**src/verilog/gpio_pkg.sv**
```systemverilog
package gpio_pkg;

	localparam int PORT_COUNT = 3;
	localparam int PORT_WIDTH = 8;
	localparam int ADDR_WIDTH = 6;
	localparam int BIT_INDEX_WIDTH = 3;

	typedef logic [ADDR_WIDTH-1:0] io_addr_t;
	typedef logic [PORT_WIDTH-1:0] port_byte_t;

	// Port index within the packed arrays: A, B, C.
	localparam int PORT_A = 0;
	localparam int PORT_B = 1;
	localparam int PORT_C = 2;

	localparam io_addr_t PORT_A_OUTPUT_LATCH = 6'h1b;
	localparam io_addr_t PORT_A_DIRECTION = 6'h1a;
	localparam io_addr_t PORT_A_PIN_LEVELS = 6'h19;
	localparam io_addr_t PORT_B_OUTPUT_LATCH = 6'h18;
	localparam io_addr_t PORT_B_DIRECTION = 6'h17;
	localparam io_addr_t PORT_B_PIN_LEVELS = 6'h16;
	localparam io_addr_t PORT_C_OUTPUT_LATCH = 6'h15;
	localparam io_addr_t PORT_C_DIRECTION = 6'h14;
	localparam io_addr_t PORT_C_PIN_LEVELS = 6'h13;

	localparam io_addr_t LATCH_ADDR [PORT_COUNT] = '{
		PORT_A_OUTPUT_LATCH, PORT_B_OUTPUT_LATCH, PORT_C_OUTPUT_LATCH};
	localparam io_addr_t DIRECTION_ADDR [PORT_COUNT] = '{
		PORT_A_DIRECTION, PORT_B_DIRECTION, PORT_C_DIRECTION};
	localparam io_addr_t PIN_LEVELS_ADDR [PORT_COUNT] = '{
		PORT_A_PIN_LEVELS, PORT_B_PIN_LEVELS, PORT_C_PIN_LEVELS};

	localparam port_byte_t LATCH_RESET = 8'h00;
	localparam port_byte_t DIRECTION_RESET = 8'h00;
	localparam port_byte_t READ_IDLE = 8'h00;

	// Port B alternate function bit positions.
	localparam int COUNTER0_BIT = 0;
	localparam int COUNTER1_BIT = 1;
	localparam int SPI_SS_BIT = 4;
	localparam int SPI_MOSI_BIT = 5;
	localparam int SPI_MISO_BIT = 6;
	localparam int SPI_SCK_BIT = 7;

endpackage

```
**src/verilog/port_ctrl_if.sv**
```systemverilog
`timescale 1ns/1ps
interface port_ctrl_if #(parameter int WIDTH = gpio_pkg::PORT_WIDTH);
	// Register updates from the decoder.
	logic latch_we;
	logic [WIDTH-1:0] next_latch;
	logic dir_we;
	logic [WIDTH-1:0] next_dir;
	// Alternate function override of the driven level.
	logic [WIDTH-1:0] alt_mask;
	logic [WIDTH-1:0] alt_value;
	// State seen by the decoder.
	logic [WIDTH-1:0] latch;
	logic [WIDTH-1:0] dir;
	logic [WIDTH-1:0] pins;

	modport ctrl (
		output latch_we, next_latch, dir_we, next_dir, alt_mask, alt_value,
		input latch, dir, pins
	);
	modport port (
		input latch_we, next_latch, dir_we, next_dir, alt_mask, alt_value,
		output latch, dir, pins
	);
endinterface

```
**src/verilog/gpio_port_slice.sv**
```systemverilog
`timescale 1ns/1ps
module gpio_port_slice #(
	parameter int WIDTH = gpio_pkg::PORT_WIDTH
) (
	// Clock and reset
	input wire logic sys_clk,
	input wire logic reset_n,
	// Pins
	input wire logic [WIDTH-1:0] pin_in,
	output logic [WIDTH-1:0] pin_out,
	output logic [WIDTH-1:0] pin_oe,
	// Decoder side
	port_ctrl_if.port ctl
);
	import gpio_pkg::*;

	logic [WIDTH-1:0] latch;
	logic [WIDTH-1:0] dir;
	logic [WIDTH-1:0] sync_first;
	logic [WIDTH-1:0] sync_second;

	always_ff @(posedge sys_clk) begin
		if (!reset_n) begin
			latch <= WIDTH'(LATCH_RESET);
		end else if (ctl.latch_we) begin
			latch <= ctl.next_latch;
		end
	end

	always_ff @(posedge sys_clk) begin
		if (!reset_n) begin
			dir <= WIDTH'(DIRECTION_RESET);
		end else if (ctl.dir_we) begin
			dir <= ctl.next_dir;
		end
	end

	// Pins are asynchronous to sys_clk, so two stages before anyone looks.
	always_ff @(posedge sys_clk) begin
		sync_first <= pin_in;
		sync_second <= sync_first;
	end

	always_ff @(posedge sys_clk) begin
		if (!reset_n) begin
			pin_out <= '0;
		end else begin
			pin_out <= (latch & ~ctl.alt_mask) | (ctl.alt_value & ctl.alt_mask); // [RQ7]
		end
	end

	// The enable clears on reset without a clock edge, so a board whose clock
	// is stopped still sees every pin released.
	always_ff @(posedge sys_clk or negedge reset_n) begin
		if (!reset_n) begin
			pin_oe <= '0; // [RQ9]
		end else begin
			pin_oe <= dir; // [RQ7]
		end
	end

	assign ctl.latch = latch;
	assign ctl.dir = dir;
	assign ctl.pins = sync_second;

endmodule // gpio_port_slice

```
**src/verilog/triple_byte_gpio_ports.sv**
```systemverilog
// The address-and-strobe port was decided locally.
`timescale 1ns/1ps
// Notes on behaviour
// [RQ1] A bit set or bit clear changes one pin's latch or direction bit and leaves the rest.
// [RQ2] Ports A, B and C each have eight identical bidirectional pins.
// [RQ3] Latch and direction read and write; the pin-level address is read only.
// [RQ4] Port A sits at latch 0x1b, direction 0x1a, pin levels 0x19.
// [RQ5] Port B sits at latch 0x18, direction 0x17, pin levels 0x16.
// [RQ6] Port C sits at latch 0x15, direction 0x14, pin levels 0x13.
// [RQ7] A set direction bit drives the latch level push-pull; a clear one leaves the pin floating.
// [RQ8] The latch address reads back the latch; the pin-level address reads the pins.
// [RQ9] Reset releases every pin at once, with or without a running clock.
// [RQ10] Port B bits 0 and 1 feed the two counter count inputs.
// [RQ11] Port B bits 4 to 7 carry SPI select, MOSI, MISO and clock.
// [RQ12] Software sets direction and latch of a Port B pin before its alternate use.
// [RQ13] Writes to a pin-level address change nothing.
module triple_byte_gpio_ports #(
	parameter int WIDTH = gpio_pkg::PORT_WIDTH
) (
	// Clock and reset
	input wire logic sys_clk,
	input wire logic reset_n,
	// Register port
	input wire gpio_pkg::io_addr_t io_addr,
	input wire logic [WIDTH-1:0] io_wdata,
	input wire logic io_write,
	input wire logic io_read,
	output logic [WIDTH-1:0] io_rdata,
	// Single-bit operations on the addressed register
	input wire logic bit_set_instruction,
	input wire logic bit_clear_instruction,
	input wire logic [gpio_pkg::BIT_INDEX_WIDTH-1:0] bit_index,
	// Port A pins
	input wire logic [WIDTH-1:0] port_a_pin_in,
	output logic [WIDTH-1:0] port_a_pin_out,
	output logic [WIDTH-1:0] port_a_pin_oe,
	// Port B pins
	input wire logic [WIDTH-1:0] port_b_pin_in,
	output logic [WIDTH-1:0] port_b_pin_out,
	output logic [WIDTH-1:0] port_b_pin_oe,
	// Port C pins
	input wire logic [WIDTH-1:0] port_c_pin_in,
	output logic [WIDTH-1:0] port_c_pin_out,
	output logic [WIDTH-1:0] port_c_pin_oe,
	// SPI block, same clock
	input wire logic spi_enable,
	input wire logic spi_master,
	input wire logic spi_mosi_drive,
	input wire logic spi_miso_drive,
	input wire logic spi_sck_drive,
	output logic spi_ss_level,
	output logic spi_mosi_level,
	output logic spi_miso_level,
	output logic spi_sck_level,
	// Counter count inputs
	output logic counter0_count_input,
	output logic counter1_count_input
);
	import gpio_pkg::*;

	port_ctrl_if #(.WIDTH(WIDTH)) ctl [PORT_COUNT] ();

	logic [PORT_COUNT-1:0][WIDTH-1:0] pin_in_all;
	logic [PORT_COUNT-1:0][WIDTH-1:0] pin_out_all;
	logic [PORT_COUNT-1:0][WIDTH-1:0] pin_oe_all;
	logic [PORT_COUNT-1:0][WIDTH-1:0] latch_all;
	logic [PORT_COUNT-1:0][WIDTH-1:0] dir_all;
	logic [PORT_COUNT-1:0][WIDTH-1:0] pins_all;
	logic [WIDTH-1:0] bit_mask;
	logic bit_op;
	logic [WIDTH-1:0] port_b_alt_mask;
	logic [WIDTH-1:0] port_b_alt_value;
	logic [WIDTH-1:0] next_rdata;

	assign pin_in_all[PORT_A] = port_a_pin_in;
	assign pin_in_all[PORT_B] = port_b_pin_in;
	assign pin_in_all[PORT_C] = port_c_pin_in;
	assign port_a_pin_out = pin_out_all[PORT_A];
	assign port_b_pin_out = pin_out_all[PORT_B];
	assign port_c_pin_out = pin_out_all[PORT_C];
	assign port_a_pin_oe = pin_oe_all[PORT_A];
	assign port_b_pin_oe = pin_oe_all[PORT_B];
	assign port_c_pin_oe = pin_oe_all[PORT_C];

	// One-hot mask of the addressed bit for set and clear.
	assign bit_mask = WIDTH'(1) << bit_index; // [RQ1]
	assign bit_op = bit_set_instruction | bit_clear_instruction;

	// While the SPI block is on, it drives the level of its outputs; the pin
	// only leaves the chip if software has already set its direction bit.
	// Inputs are left to the direction register, never forced.
	always_comb begin
		port_b_alt_mask = '0;
		port_b_alt_value = '0;
		if (spi_enable) begin
			if (spi_master) begin
				port_b_alt_mask[SPI_MOSI_BIT] = 1'b1; // [RQ11]
				port_b_alt_mask[SPI_SCK_BIT] = 1'b1; // [RQ11]
			end else begin
				port_b_alt_mask[SPI_MISO_BIT] = 1'b1; // [RQ11]
			end
		end
		port_b_alt_value[SPI_MOSI_BIT] = spi_mosi_drive; // [RQ11]
		port_b_alt_value[SPI_MISO_BIT] = spi_miso_drive; // [RQ11]
		port_b_alt_value[SPI_SCK_BIT] = spi_sck_drive; // [RQ11]
	end

	for (genvar k = 0; k < PORT_COUNT; k++) begin : g_port
		logic hit_latch;
		logic hit_dir;

		assign hit_latch = (io_addr == LATCH_ADDR[k]); // [RQ4] [RQ5] [RQ6]
		assign hit_dir = (io_addr == DIRECTION_ADDR[k]); // [RQ4] [RQ5] [RQ6]

		// The pin-level address is absent here, so a write to it has no target.
		assign ctl[k].latch_we = hit_latch & (io_write | bit_op); // [RQ3] [RQ13]
		assign ctl[k].dir_we = hit_dir & (io_write | bit_op); // [RQ3] [RQ13]

		always_comb begin
			if (io_write) begin
				ctl[k].next_latch = io_wdata;
				ctl[k].next_dir = io_wdata;
			end else if (bit_set_instruction) begin
				ctl[k].next_latch = ctl[k].latch | bit_mask; // [RQ1]
				ctl[k].next_dir = ctl[k].dir | bit_mask; // [RQ1]
			end else begin
				ctl[k].next_latch = ctl[k].latch & ~bit_mask; // [RQ1]
				ctl[k].next_dir = ctl[k].dir & ~bit_mask; // [RQ1]
			end
		end

		if (k == PORT_B) begin : g_alt
			assign ctl[k].alt_mask = port_b_alt_mask;
			assign ctl[k].alt_value = port_b_alt_value;
		end else begin : g_plain
			assign ctl[k].alt_mask = '0;
			assign ctl[k].alt_value = '0;
		end

		assign latch_all[k] = ctl[k].latch;
		assign dir_all[k] = ctl[k].dir;
		assign pins_all[k] = ctl[k].pins;

		gpio_port_slice #(.WIDTH(WIDTH)) u_slice ( // [RQ2]
			.sys_clk(sys_clk),
			.reset_n(reset_n),
			.pin_in(pin_in_all[k]),
			.pin_out(pin_out_all[k]),
			.pin_oe(pin_oe_all[k]),
			.ctl(ctl[k])
		);
	end

	// Unmapped addresses read as zero.
	always_comb begin
		next_rdata = READ_IDLE;
		for (int k = 0; k < PORT_COUNT; k++) begin
			if (io_addr == LATCH_ADDR[k]) begin
				next_rdata = latch_all[k]; // [RQ8]
			end
			if (io_addr == DIRECTION_ADDR[k]) begin
				next_rdata = dir_all[k]; // [RQ3]
			end
			if (io_addr == PIN_LEVELS_ADDR[k]) begin
				next_rdata = pins_all[k]; // [RQ8]
			end
		end
	end

	// Read data stand for the one cycle after the strobe, zero otherwise.
	always_ff @(posedge sys_clk) begin
		if (!reset_n) begin
			io_rdata <= READ_IDLE;
		end else if (io_read) begin
			io_rdata <= next_rdata;
		end else begin
			io_rdata <= READ_IDLE;
		end
	end

	// Alternate inputs tap the synchronised pin levels, whatever the direction.
	assign counter0_count_input = pins_all[PORT_B][COUNTER0_BIT]; // [RQ10]
	assign counter1_count_input = pins_all[PORT_B][COUNTER1_BIT]; // [RQ10]
	assign spi_ss_level = pins_all[PORT_B][SPI_SS_BIT]; // [RQ11]
	assign spi_mosi_level = pins_all[PORT_B][SPI_MOSI_BIT]; // [RQ11]
	assign spi_miso_level = pins_all[PORT_B][SPI_MISO_BIT]; // [RQ11]
	assign spi_sck_level = pins_all[PORT_B][SPI_SCK_BIT]; // [RQ11]

endmodule // triple_byte_gpio_ports
```
**config.mk**
```make
export PLATFORM = sky130hd
export DESIGN_NAME = triple_byte_gpio_ports
export DESIGN_NICKNAME = d
export VERILOG_FILES = /design/src/verilog/gpio_pkg.sv /design/src/verilog/port_ctrl_if.sv /design/src/verilog/gpio_port_slice.sv /design/src/verilog/triple_byte_gpio_ports.sv
export SDC_FILE = /design/constraint.sdc
export NUM_CORES = 1
export LEC_CHECK = 0
export BUFFER_PORTS_ARGS = -buffer_cell sky130_fd_sc_hd__buf_2
export CORE_UTILIZATION = 28
export CTS_CLUSTER_DIAMETER = 60
export DETAILED_ROUTE_END_ITERATION = 7
export PLACE_DENSITY_LB_ADDON = 0.08
export SETUP_SLACK_MARGIN = 0.02
export SKIP_LAST_GASP = 1
export SYNTH_ARGS = -nofsm -noshare
export SYNTH_HDL_FRONTEND = slang
export SYNTH_HIERARCHICAL = 1
export SYNTH_SLANG_ARGS = --single-unit
```
**constraint.sdc**
```tcl
create_clock -name sys_clk -period 1.5 [get_ports sys_clk]
set_input_delay 0.075 -clock sys_clk [delete_from_list [all_inputs] [get_ports sys_clk]]
set_output_delay 0.075 -clock sys_clk [all_outputs]
set_load 0.02 [all_outputs]
```
==> out/metrics.yaml <==
cts_num_sinks: 152
slew_headroom_pct: 54.85
critPathMaxFanout: 2
drv_cap: 0
syn_area_sq_um: 6002
dr_total_vias: 4611
globalplace.congestion: 0.8154
numCtsBuffers: 17
yosys_warnings: 6
die_area_sq_um: 22030
area_delta_synth_final_pct: 35.56
hpwlAfterDp_microns: 12060
rows: 53
clockRootBuffer: "clkbuf_16"
clock_skew_ps: 10.08
firstDrtPassIters: 5
grt_pass1_vias: 4493
ys.flop_type: "dfxtp_1"
hold_viol_final: 0
maxSlewViolCount: 0
grt_max_degree: 66
total_power_mw: 9.384
start_util_pct: 28.55
cp_data_required_time_ps: 1810
period_share_pct: 91.66
path_clk_slew_ps: 60
gr-total-overflow: 0
cts_tree: "yes"
max_freq_mhz: 727.3
die_w_microns: 148.4
grt_pass1_wl_microns: 25560
post_cts_buffers: 0
hp-class: "primary input to register"
ir_drop_mv: 0.6434
drc: 0
cts_max_path_buffers: 2
powerDensity_nw_per_um2: 1153
clk_latency_ps: 430
startpoint_type: "register"
vias_per_cell: 4.309
track_usage_pct: 15.89
async_reset_ff_share_pct: 15.79
synth_edf_count: 0
syn_avg_cell_area_sq_um: 10.66
finalNetCount: 834
crit_arrival_ps: 1690
htreeDepth: 4
rsz0062_at_grt: "no"
leakagePower_nw: 3.490
syn_inst: 563
routed_wl_microns: 16860
io_pins: 114
antenna_found_initial: 0
synth_seq_cells: 152
crit_type: "register to register"
min_period_ps: 1375
fp.dieH_microns: 148.4
drive_gt1_share_pct: 26.92
synthDistinctLibCells: 43
fillers: 2084
worst_pin_slew_ps: 674.7
seq_area_frac_synth_pct: 52.70
setup_viol: 0
preCtsSetupSlack_ps: -188.1
io_buffers: 113
wl_per_cell_microns: 15.75
setup_slack_ps: 125.1
drt_iter0_drc: 259
run_status: "completed"
core_area_sq_um: 21020
worstSetupEndpointType: "register"
ant_nets: 0
diodes: 0
## timing repair
action	in CTS	in global routing
hold buffers	28	0
setup endpoints to repair	0	0
resized for setup	0	0
hold endpoints to repair	51	0
## metal layers
layer	up-vias	GRT usage (%)	part of all wire, %
li1	2337	-	-
met1	2115	21.63	49
met2	148	24.13	44
met3	11	3.712	5.8
met4	0	6.392	1.1
met5	-	0	0
## where the power goes
group | switching [mW] | total (mW) | internal [mW]
combinational | 0.406 | 0.768 | 0.362
sequential | 0.0468 | 4.20 | 4.15
clock | 1.78 | 4.41 | 2.64
total | 2.23 | 9.38 | 7.15
## worst max-delay path: stages, from the launching register on
cell	delay, ps
dfxtp_1	320
mux4_2	510
nand2_1	80
o21ai_0	70
a32o_1	280
## layout make-up
| class | count | area [sq um] | area share [%] |
|---|---|---|---|
| clock buffers | 19 | 432.9 | 5.321 |
| clock inverters | 13 | 167.7 | 2.061 |
| inverters | 5 | 18.77 | 0.2307 |
| multi-input cells | 414 | 2756 | 33.88 |
| flip-flops and latches | 152 | 3163 | 38.87 |
| well taps | 275 | 344.1 | 4.229 |
| repair buffers | 192 | 1254 | 15.41 |
## cells in the mapped netlist (2+ instances only)
cell type	n	share of area [%]
and2_1	2	0.21
nand2_1	59	3.7
nor2_1	13	0.81
buf_6	10	1.9
nand2b_1	3	0.31
clkbuf_1	7	0.44
a221oi_2	7	1.8
dfrtp_1	24	10
o21ai_0	8	0.67
mux2i_1	72	12
nor2b_1	72	7.5
a21oi_1	53	4.4
and2b_1	9	1.1
o22a_1	7	1.0
mux2_1	7	1.3
a211oi_1	7	0.88
nor3_1	3	0.25
a22o_1	7	1.0
inv_1	5	0.31
o21ai_1	7	0.58
or3b_1	2	0.29
or3_1	2	0.21
mux2_2	8	1.5
nor3b_1	7	0.88
nand3b_1	3	0.38
buf_2	15	1.3
dfxtp_1	128	43
## layout by cell type, fill, tap and decap left out, types with 3 or more instances in the layout
cell type / n
nor3_1: 3
dfxtp_1: 128
nand2_1: 59
mux2_1: 7
mux2i_1: 72
dfrtp_1: 24
buf_4: 49
nand2b_1: 3
o21ai_0: 8
buf_2: 113
and2b_1: 9
clkinvlp_4: 4
a22o_1: 7
clkbuf_16: 17
o21ai_1: 7
nor2b_1: 72
a21oi_1: 53
conb_1: 42
nand3b_1: 3
nor3b_1: 7
nor2_1: 13
o22a_1: 7
inv_1: 5
a211oi_1: 7
mux2_2: 8
a221oi_2: 7
dlygate4sd3_1: 28
bufinv_16: 3
inv_6: 3
## flip-flops by register name (all words and copies together) (netlist names)
signal / flops
g_port.u_slice/ctl.dir: 24
g_port.u_slice/ctl.latch: 24
g_port.u_slice/ctl.pins: 24
g_port.u_slice/pin_oe: 24
g_port.u_slice/pin_out: 24
g_port.u_slice/sync_first: 24
io_rdata: 8
## metrics by stage
stage	std cells	setup TNS [ps]	util, %	area [sq um]	hold slack, ps
6_report	1070	0	38.71	8137	85.10
5_1_grt	1070	0	38.71	8137	83.30
4_1_cts	1070	0	38.71	8137	64.17
3_5_place_dp	1010	-1887	34.52	7256	175.0
3_3_place_gp	1010	-1968	34.52	7256	170.5
2_1_floorplan	604	0	-	6156	-220.6
## final timing paths
| check | depth (start not counted) | slack [ps] | endpoint | startpoint |
|---|---|---|---|---|
| worst max register to register | 4 | 130 | io_rdata[7] | g_port[0].u_slice/ctl.latch[7] |
| worst min-delay path | 4 | 90 | g_port[1].u_slice/pin_out[6] | spi_master |
| worst max-delay path | 4 | 130 | io_rdata[7] | g_port[0].u_slice/ctl.latch[7] |
| max in group asynchronous | 3 | 980 | g_port[1].u_slice/pin_oe[2] | reset_n |
| worst min register to register | 0 | 330 | g_port[1].u_slice/ctl.pins[6] | g_port[1].u_slice/sync_first[6] |
| min in group asynchronous | 3 | 230 | g_port[1].u_slice/pin_oe[6] | reset_n |
## logic make-up after synthesis
group	synth area share, %
mux	15.20
buf+inv	3.940
simple gates	16.93
flops	52.70
other cells	0.06248
compound gates	11.17
(Power assumes the default switching activity.)
